===== config.mk =====
export PLATFORM = sky130hd
export DESIGN_NAME = iceps_sequencer
export DESIGN_NICKNAME = d
export VERILOG_FILES = /design/src/hw/iceps_pkg.sv /design/src/hw/iceps_sequencer.sv
export SDC_FILE = /design/constraint.sdc
export NUM_CORES = 1
export LEC_CHECK = 0
export ABC_AREA = 1
export BUFFER_PORTS_ARGS = -buffer_cell sky130_fd_sc_hd__buf_2
export CAP_MARGIN = 30
export CORE_ASPECT_RATIO = 0.75
export CORE_UTILIZATION = 58
export DETAILED_ROUTE_END_ITERATION = 16
export GPL_ROUTABILITY_DRIVEN = 0
export GPL_TIMING_DRIVEN = 0
export PLACE_DENSITY = 0.81
export SLEW_MARGIN = 20
export SYNTH_ARGS = -nofsm -noshare
export SYNTH_HDL_FRONTEND = slang
export SYNTH_SLANG_ARGS = --single-unit

===== constraint.sdc =====
create_clock -name clk -period 1.93 [get_ports clk]
set_input_delay 0.193 -clock clk [delete_from_list [all_inputs] [get_ports clk]]
set_output_delay 0.193 -clock clk [all_outputs]
set_load 0.02 [all_outputs]

===== src/hw/iceps_pkg.sv =====
// Purpose: constants and types of the escape and poll sequencer
// Assumes: 100 MHz clk, APB register access
// Notes: state numbers follow the sixteen-state counter
// Behaviour
// - escape state zero clears the selection flip-flop first
// - line transitions in escape states zero and one restart the quiet count
// - escape sends the link-escape code, only bit five set, in state seven
// - two parity bits from check flop a in states ten and eleven
// - transmit gate set before a character, cleared after its parity bits
// - end of escape sets the selection flip-flop
// - load-poll flop toggles only in escape state thirteen while polling
// - guard set at power-on or in state fifteen after a held instruction, cleared in state twelve with load-poll
// - with guard clear, channel-busy set means an instruction is handled, not polled
// - first poll after start-up is the load-request poll
// - load poll sends device zero with bits five and six set
// - load poll forces both parity bits to one
// - service poll clocks states three to eleven, counter device, bit six set
// - poll counter steps before a service poll unless attention flag or freeze flag set
// - no clock after a poll: no retry, return to escape state zero
// - acknowledgement is clock, mid-bit data, clock; only the first is used
// - missing transition repeats exchange; polled device waits its next turn
// - mid-bit transition sets data flop, checked after the acknowledgement
// - verified acknowledgement resets the retry latch
// - verified poll answer sets load flag or attention flag by load-poll
// - after an answer the counter freezes until channel-busy is set
// - acknowledgement to a selection sets neither flag
// - line timeout runs while retry is set, restarted by normal exchanges
package iceps_pkg;
	localparam int CLK_MHZ = 100;
	localparam int BIT_NS = 1000;
	localparam int BIT_CYC = (BIT_NS * CLK_MHZ) / 1000;
	localparam int ACK_NS = 4000;
	localparam int ACK_CYC = (ACK_NS * CLK_MHZ) / 1000;
	localparam int TIMEOUT_MS = 20;
	localparam int TIMEOUT_CYC = TIMEOUT_MS * CLK_MHZ * 1000;
	localparam logic [7:0] TICK_LAST = 8'(BIT_CYC - 1);
	localparam logic [7:0] TICK_MID = 8'(BIT_CYC / 2);
	localparam logic [8:0] ACK_LAST = 9'(ACK_CYC - 1);
	localparam logic [7:0] CTRL_OFS = 8'h00;
	localparam logic [7:0] STAT_OFS = 8'h04;
	localparam logic [6:0] ESC_CHAR = 7'h10;
	localparam logic [6:0] LOAD_POLL_CHAR = 7'h30;
	localparam logic [6:0] SVC_POLL_CHAR = 7'h20;
	localparam logic [3:0] ST_QUIET = 4'h1;
	localparam logic [3:0] ST_GATE_ON = 4'h2;
	localparam logic [3:0] ST_B1 = 4'h3;
	localparam logic [3:0] ST_B7 = 4'h9;
	localparam logic [3:0] ST_PAR_A = 4'ha;
	localparam logic [3:0] ST_PAR_B = 4'hb;
	localparam logic [3:0] ST_GATE_OFF = 4'hc;
	localparam logic [3:0] ST_ACK = 4'hd;
	localparam logic [3:0] ST_GUARD = 4'hf;
	typedef enum logic [1:0] {
		ICEPS_ESC = 2'b00,
		ICEPS_SEL = 2'b01,
		ICEPS_HOLD = 2'b10
	} iceps_mode_t;
	typedef struct packed {
		logic [3:0] sel_dev;
		logic [3:0] max_dev;
		logic [3:0] min_dev;
		logic [2:0] pad;
		logic poll_en;
	} iceps_ctrl_t;
	localparam iceps_ctrl_t CTRL_RST = '{4'h0, 4'hf, 4'h1, 3'h0, 1'b1};
	typedef struct packed {
		iceps_mode_t mode;
		logic [3:0] st;
		logic [3:0] poll_cnt;
		logic gate;
		logic freeze;
		logic select;
		logic retry;
		logic load_poll;
		logic guard;
		logic attn;
		logic prog;
	} iceps_stat_t;
	typedef struct packed {
		iceps_ctrl_t ctrl;
		iceps_mode_t mode;
		logic [3:0] st;
		logic [7:0] tick;
		logic [1:0] aph;
		logic [8:0] ackt;
		logic [20:0] tmo;
		logic [6:0] chr;
		logic [3:0] poll_cnt;
		logic [2:0] cs;
		logic [2:0] ds;
		logic lvl_c;
		logic lvl_d;
		logic ck_a;
		logic ck_b;
		logic force_par;
		logic gate;
		logic clk_o;
		logic dat_o;
		logic select;
		logic load_poll;
		logic guard;
		logic after_op;
		logic retry;
		logic data_ff;
		logic freeze;
		logic prog;
		logic attn;
		logic pready;
		logic pslverr;
		logic [31:0] prdata;
	} iceps_state_t;
endpackage : iceps_pkg


===== src/hw/iceps_sequencer.sv =====
// Purpose: escape and polling sequencer of a serial channel controller
// Assumes: processor signals on clk, line pins asynchronous
// Notes: selection and data transfer live elsewhere
//
// Implementation choices: the register offsets and the APB slave port.
`timescale 1ns/10ps
module iceps_sequencer
#(
	parameter int TIMEOUT_CYC = iceps_pkg::TIMEOUT_CYC
)
(
	input wire logic clk,
	input wire logic srst,
	input wire logic psel,
	input wire logic penable,
	input wire logic pwrite,
	input wire logic [7:0] paddr,
	input wire logic [31:0] pwdata,
	output logic [31:0] prdata,
	output logic pready,
	output logic pslverr,
	input wire logic line_clk_i,
	output logic line_clk_o,
	output logic line_clk_oe,
	input wire logic line_dat_i,
	output logic line_dat_o,
	output logic line_dat_oe,
	input wire logic channel_busy,
	input wire logic attention_flag_clear,
	input wire logic program_load_clear,
	output logic program_load_flag,
	output logic attention_flag,
	output logic line_transmit_gate,
	output logic select_active
);
	iceps_pkg::iceps_state_t r;
	iceps_pkg::iceps_state_t n;
	iceps_pkg::iceps_stat_t stat;
	logic clk_ev;
	logic dat_ev;
	logic first;
	logic mid;
	logic tick_end;
	logic polling;
	logic tx_state;
	logic bit_val;
	logic go_esc;
	logic ack_ok;
	logic ack_bad;
	logic ack_none;
	logic [3:0] nxt_dev;

	assign prdata = r.prdata;
	assign pready = r.pready;
	assign pslverr = r.pslverr;
	assign line_clk_o = r.clk_o;
	assign line_dat_o = r.dat_o;
	assign line_clk_oe = r.gate;
	assign line_dat_oe = r.gate;
	assign program_load_flag = r.prog;
	assign attention_flag = r.attn;
	assign line_transmit_gate = r.gate;
	assign select_active = r.select;

	always_comb
	begin
		n = r;
		go_esc = 1'b0;
		ack_ok = 1'b0;
		ack_bad = 1'b0;
		ack_none = 1'b0;
		bit_val = 1'b0;
		nxt_dev = r.poll_cnt;
		polling = r.ctrl.poll_en;
		first = (r.tick == 8'h00);
		mid = (r.tick == iceps_pkg::TICK_MID);
		tick_end = (r.tick == iceps_pkg::TICK_LAST);
		tx_state = (r.mode != iceps_pkg::ICEPS_HOLD) && (r.st >= iceps_pkg::ST_B1)
			&& (r.st <= iceps_pkg::ST_PAR_B);

		// a level counts once second and third stages agree
		n.cs = {r.cs[1:0], line_clk_i};
		n.ds = {r.ds[1:0], line_dat_i};
		clk_ev = (r.cs[1] == r.cs[2]) && (r.cs[2] != r.lvl_c);
		dat_ev = (r.ds[1] == r.ds[2]) && (r.ds[2] != r.lvl_d);
		n.lvl_c = clk_ev ? r.cs[2] : r.lvl_c;
		n.lvl_d = dat_ev ? r.ds[2] : r.lvl_d;

		// bit timing; in select mode the acknowledgement state waits on line events instead
		if (r.mode != iceps_pkg::ICEPS_HOLD && r.st != iceps_pkg::ST_ACK)
		begin
			n.tick = tick_end ? 8'h00 : r.tick + 8'h01;
			if (tick_end)
			begin
				n.st = r.st + 4'h1;
			end
		end

		// serial transmitter: clock at bit start, data transition mid-bit for a one
		if (r.st <= iceps_pkg::ST_B7)
		begin
			bit_val = r.chr[3'(r.st - iceps_pkg::ST_B1)];
		end
		else
		begin
			bit_val = r.force_par | r.ck_a;
		end
		if (tx_state && first)
		begin
			n.clk_o = ~r.clk_o;
		end
		if (tx_state && mid && bit_val)
		begin
			n.dat_o = ~r.dat_o;
			if (r.st <= iceps_pkg::ST_B7)
			begin
				n.ck_a = ~r.ck_a;
				if (r.ck_a)
				begin
					n.ck_b = ~r.ck_b;
				end
			end
		end
		// second parity bit carries what flop b held in state ten
		if (tx_state && tick_end && r.st == iceps_pkg::ST_PAR_A)
		begin
			n.ck_a = r.ck_b;
		end

		unique case (r.mode)
			iceps_pkg::ICEPS_ESC:
			begin
				if (r.st == 4'h0 && first)
				begin
					n.select = 1'b0;
				end
				if (r.st <= iceps_pkg::ST_QUIET && (clk_ev || dat_ev))
				begin
					n.st = 4'h0;
					n.tick = 8'h00;
				end
				if (r.st == iceps_pkg::ST_GATE_ON && first)
				begin
					n.gate = 1'b1;
					n.chr = iceps_pkg::ESC_CHAR;
					n.force_par = 1'b0;
					n.ck_a = 1'b0;
					n.ck_b = 1'b0;
				end
				if (r.st == iceps_pkg::ST_GATE_OFF && first)
				begin
					n.gate = 1'b0;
					if (r.load_poll)
					begin
						n.guard = 1'b0;
					end
				end
				if (r.st == iceps_pkg::ST_ACK && first)
				begin
					n.select = 1'b1;
					if (polling)
					begin
						n.load_poll = ~r.load_poll;
						n.retry = 1'b0;
					end
				end
				// the acknowledgement state only waits in select mode
				if (r.st == iceps_pkg::ST_ACK)
				begin
					n.tick = tick_end ? 8'h00 : r.tick + 8'h01;
					if (tick_end)
					begin
						n.st = r.st + 4'h1;
					end
				end
				if (r.st == iceps_pkg::ST_GUARD && first && r.after_op)
				begin
					n.guard = 1'b1;
					n.after_op = 1'b0;
				end
				if (r.st == iceps_pkg::ST_GUARD && tick_end)
				begin
					n.mode = iceps_pkg::ICEPS_SEL;
					n.st = 4'h0;
				end
			end
			iceps_pkg::ICEPS_SEL:
			begin
				if (r.st == 4'h0 && first && !r.guard && channel_busy)
				begin
					n.mode = iceps_pkg::ICEPS_HOLD;
					n.freeze = 1'b0;
				end
				if (r.st == iceps_pkg::ST_GATE_ON && first)
				begin
					n.gate = 1'b1;
					n.ck_a = 1'b0;
					n.ck_b = 1'b0;
					n.force_par = 1'b0;
					if (polling && r.load_poll)
					begin
						n.chr = iceps_pkg::LOAD_POLL_CHAR;
						n.force_par = 1'b1;
					end
					else if (polling)
					begin
						if (!r.attn && !r.freeze)
						begin
							// wrap returns to min_dev after max_dev; a count below min_dev steps up by one
							nxt_dev = (r.poll_cnt >= r.ctrl.max_dev)
								? r.ctrl.min_dev : r.poll_cnt + 4'h1;
						end
						n.poll_cnt = nxt_dev;
						n.chr = iceps_pkg::SVC_POLL_CHAR | {3'h0, nxt_dev};
					end
					else
					begin
						n.chr = iceps_pkg::SVC_POLL_CHAR | {3'h0, r.ctrl.sel_dev};
					end
				end
				if (r.st == iceps_pkg::ST_GATE_OFF && first)
				begin
					n.gate = 1'b0;
				end
				if (r.st == iceps_pkg::ST_ACK)
				begin
					n.tick = 8'h00;
					n.ackt = r.ackt + 9'h001;
					unique case (r.aph)
						2'h0:
						begin
							if (clk_ev)
							begin
								n.aph = 2'h1;
								n.ackt = 9'h000;
							end
							else if (r.ackt == iceps_pkg::ACK_LAST)
							begin
								ack_none = 1'b1;
							end
						end
						2'h1:
						begin
							if (dat_ev)
							begin
								n.data_ff = 1'b1;
								n.aph = 2'h2;
								n.ackt = 9'h000;
							end
							else if (clk_ev || r.ackt == iceps_pkg::ACK_LAST)
							begin
								ack_bad = 1'b1;
							end
						end
						2'h2:
						begin
							if (clk_ev)
							begin
								ack_ok = r.data_ff;
								ack_bad = ~r.data_ff;
							end
							else if (r.ackt == iceps_pkg::ACK_LAST)
							begin
								ack_bad = 1'b1;
							end
						end
						default:
						begin
							ack_bad = 1'b1;
						end
					endcase
				end
				if (ack_none)
				begin
					n.retry = ~polling;
					go_esc = 1'b1;
				end
				// a polled device that failed simply waits for its next turn
				if (ack_bad)
				begin
					n.retry = ~polling | r.retry;
					go_esc = 1'b1;
				end
				if (ack_ok)
				begin
					n.retry = 1'b0;
					n.tmo = 21'h000000;
					if (polling)
					begin
						n.freeze = 1'b1;
						if (r.load_poll)
						begin
							n.prog = 1'b1;
						end
						else
						begin
							n.attn = 1'b1;
						end
					end
					go_esc = 1'b1;
				end
			end
			iceps_pkg::ICEPS_HOLD:
			begin
				if (!channel_busy)
				begin
					n.after_op = 1'b1;
					go_esc = 1'b1;
				end
			end
			default:
			begin
				go_esc = 1'b1;
			end
		endcase

		// the second acknowledgement lands in the quiet check and is ignored
		if (r.retry)
		begin
			n.tmo = r.tmo + 21'h000001;
			if (r.tmo == 21'(TIMEOUT_CYC - 1))
			begin
				n.retry = 1'b0;
				n.tmo = 21'h000000;
				n.gate = 1'b0;
				go_esc = 1'b1;
			end
		end
		else
		begin
			n.tmo = 21'h000000;
		end

		if (go_esc)
		begin
			n.mode = iceps_pkg::ICEPS_ESC;
			n.st = 4'h0;
			n.tick = 8'h00;
			n.aph = 2'h0;
			n.ackt = 9'h000;
			n.data_ff = 1'b0;
		end

		// clears lose against a set in the same cycle
		if (attention_flag_clear && !(ack_ok && polling && !r.load_poll))
		begin
			n.attn = 1'b0;
		end
		if (program_load_clear && !(ack_ok && polling && r.load_poll))
		begin
			n.prog = 1'b0;
		end

		stat = '{r.mode, r.st, r.poll_cnt, r.gate, r.freeze, r.select, r.retry,
			r.load_poll, r.guard, r.attn, r.prog};

		// apb slave: one wait state, answer in the second access cycle
		n.pready = 1'b0;
		n.pslverr = 1'b0;
		if (psel && penable && !r.pready)
		begin
			n.pready = 1'b1;
			n.prdata = 32'h00000000;
			if (paddr == iceps_pkg::CTRL_OFS)
			begin
				if (pwrite)
				begin
					n.ctrl = iceps_pkg::iceps_ctrl_t'(pwdata[15:0]);
					n.ctrl.pad = 3'h0;
				end
				else
				begin
					n.prdata = {16'h0000, r.ctrl};
				end
			end
			else if (paddr == iceps_pkg::STAT_OFS && !pwrite)
			begin
				n.prdata = {14'h0000, stat};
			end
			else
			begin
				n.pslverr = 1'b1;
			end
		end
	end

	always_ff @(posedge clk)
	begin
		if (srst)
		begin
			r <= '0;
			r.guard <= 1'b1;
			r.ctrl <= iceps_pkg::CTRL_RST;
		end
		else
		begin
			r <= n;
		end
	end
endmodule : iceps_sequencer


==> qor.csv <==
stage,metric,value,unit
run_status,status,"complete, no violations",
layout,nets@finish,1088,
route,Routed Antenna Nets,0,
pwr,leakage,0.00324,uW
route,total vias in the final route,6147,
sta,Setup Skew,0.0131,ns
layout,Top reg by flops,r,
sta,Final TNS setup,0,ns
synthesis,synth unique cells,46,
route,residual DRC count,0,
setup_path,crit path kind,flop to flop,
route,final wirelength,15.6,mm
setup_path,Crit-path slowest cell,dfxtp_4,
placed_design,Post-Place Cells,1129,
placed_design,Place WS,-0.193,ns
sta,Max-slew headroom,58.2,%
sta,Final min period,1.85,ns
die,chip width,122,um
run,max-cap check violation count,0,
synthesis,Synth top area share,35.6,%
sta,fmax,0.541,GHz
clocking,Longest Clk Path Bufs,2,
synthesis,Synth area leaders,"dfxtp_1, nand2_1, nor2_1",
synthesis,"EDFF count, synth",0,
synthesis,"area leader, netlist",dfxtp_1,
clocking,"Clk pin slew, worst setup/hold paths",0.08,ns
pwr,Peak VDD IR,0.000494,V
global_routing,vias in the first global route,5196,
synthesis,register area share after synthesis,35.6,%
clocking,clk sinks,112,
die,die height,92.2,um
synthesis,Synth async-reset ratio,0,%
die,FP Rows,32,
sta,Pins Over Slew Limit,0,
route,Routed WL per cell,13.4,um
setup_path,Reg2Reg Setup Slack,0.08,ns
clocking,clk_lat worst skew,0.37,ns
route,first-pass detailed-route iteration total,6,
clocking,CTS tree,yes,
setup_path,CP max FO,8,
synthesis,#FFs+latches synth,112,
setup_path,"Req. time, crit path",2.19,ns
layout,Layout Cells excl Fill,1164,
clocking,Clk Tree Root Cell,clkbuf_16,
synthesis,synthesized area,6290,um^2
setup_path,cell family with most CP delay,simple AND/OR/NAND/NOR gates,
synthesis,Main synth FF type,dfxtp_1,
layout,max reg flops,81,
setup_path,critical path buffer and inverter count,4,
sta,setup ws final,0.0828,ns
route,Via density,5.28,
clocking,hold-fix buffers at CTS,0,
sta,final setup violation count,0,
die,core box area,10400,um^2
setup_path,CP arrival,2.10,ns
die,initial core utilization,60.5,%
placed_design,hpwl dp,11.4,mm
placed_design,count of input and output buffers,56,
setup_path,worst-path cell chain,inv_4 > ha_4 > inv_2 > nor4_4 > buf_4 > buf_6 > nand4_1 > a21oi_2 > nor2_1,
global_routing,initial antenna violation count,0,
pwr,Pwr per Cell Area,632,nW/um^2
global_routing,largest net degree at the start of global routing,21,
layout,layout cells sized above 1,18.5,%
die,# IOs,92,
sta,Final Hold Vio Count,0,
layout,utilization after layout,70.4,%
global_routing,first-pass GRT wire length,25.0,mm
setup_path,Worst Setup End Kind,flop,
die,DIE AREA,11300,um^2
route,starting DRC count in detailed routing,505,
synthesis,synth warn,0,
layout,area grow syn2layout,16.4,%
global_routing,aggregate global-route resource usage,28.2,%
sta,final hold slack,0.0309,ns
sta,Final period util,95.7,%
setup_path,startpoint types,flop,
synthesis,"Avg Cell Area, Syn",6.81,um^2
layout,antenna cells,0,
clocking,TritonCTS Buffers,9,
setup_path,Worst path max stage delay,0.37,ns
clocking,CTS H-tree lvls,3,
sta,worst-margin pin slew,0.627,ns
global_routing,GRT overflow,0,
min_path,HP Class,input port to flop,
synthesis,Post-Syn Instances,924,
-- cell type report --
class	instances	area, um^2
Buffer	58	403
Timing Repair Buffer	75	423
Sequential cell	112	2260
Fill cell	898	3080
Inverter	128	485
Clock buffer	9	225
Tap cell	136	170
Multi-Input combinational cell	639	3300
Clock inverter	7	58.8
-- kinds of logic after synthesis --
logic type | count (synthesis) | share of synthesized area, %
buffers and inverters | 186 | 14.0
other | 1 | 0.0596
XOR/XNOR | 21 | 2.92
adder cells (fa/ha/maj) | 15 | 2.98
AND/OR/NAND/NOR | 450 | 32.3
AO/OA/AOI/OAI | 139 | 12.1
flip-flops | 112 | 35.6
-- synthesized netlist by cell type, types with 2 or more instances --
library cell	count
xnor2_1	4
o21ai_0	57
nor4_1	3
nor3_1	20
nand3b_1	2
clkbuf_1	11
nor2_4	4
nand2_1	189
clkinv_1	2
o21bai_1	2
inv_2	3
or3_1	2
or2_2	2
nor3_2	3
inv_1	123
nand2_2	5
or2_0	3
a211oi_1	2
nand3_1	53
nor3b_1	6
nand4_1	23
o211ai_1	14
o31ai_1	2
buf_6	3
ha_1	15
or2_1	2
buf_2	5
nor2_2	3
xor2_1	17
nor3_4	2
a21oi_1	56
buf_4	38
nor2_1	124
dfxtp_1	112
-- per-stage QoR --
step	total power, uW	area, um^2
5_1_grt	4770	7330
3_5_place_dp	2800	6790
4_1_cts	4610	7160
3_3_place_gp	2800	6790
6_report	4630	7330
2_1_floorplan	2700	6340
-- report_power, final --
group	switching (uW)	internal, uW
combinational	245	192
clock	927	905
sequential	22.9	2340
total	1190	3440
-- metal layers --
metal  GRT usage, %  routed length [um]  up-vias
met3           6.03                1200       23
met2           40.2                6480      222
met4           6.81                 183        0
li1               -                   -     3133
met5              0                   0        -
met1           42.5                7710     2769
-- cells in the final DEF (no fill, tap or decap), drive strengths merged, types with 2 or more instances in the layout --
cell / netlist / routed
clkinv: 2 / 3
or2: 7 / 7
o21ai: 58 / 58
inv: 126 / 132
nor3: 25 / 25
nor3b: 6 / 6
a21oi: 56 / 56
nor4: 4 / 4
a211oi: 2 / 2
o211ai: 14 / 14
nor2: 131 / 131
o31ai: 2 / 2
nand3b: 2 / 2
o21bai: 2 / 2
or3: 2 / 2
clkbuf: 12 / 21
buf: 46 / 121
dfxtp: 112 / 112
xnor2: 4 / 4
nand2: 194 / 194
nand3: 54 / 54
nand4: 24 / 24
ha: 15 / 15
conb: 1 / 14
xor2: 17 / 17
-- path summary, 6_finish.rpt --
kind | from | end | depth (start not counted)
max | r[100] | r[112] | 9
min | line_clk_i | n[55] | 3
max reg2reg | r[100] | r[112] | 9
min reg2reg | n[55] | n[56] | 2
-- tightest hold or removal path, delay by kind of cell --
family	cells	cell delay, ns
and+or+nand+nor	1	0.03
buffers and inverters	2	0.13
-- repair_timing --
action,4_1_cts,5_1_grt
cloned,0,0
pin swaps,6,7
resized for setup,8,29
setup endpoints to repair,33,48
buffers inserted,8,11
(Power assumes the default switching activity.)
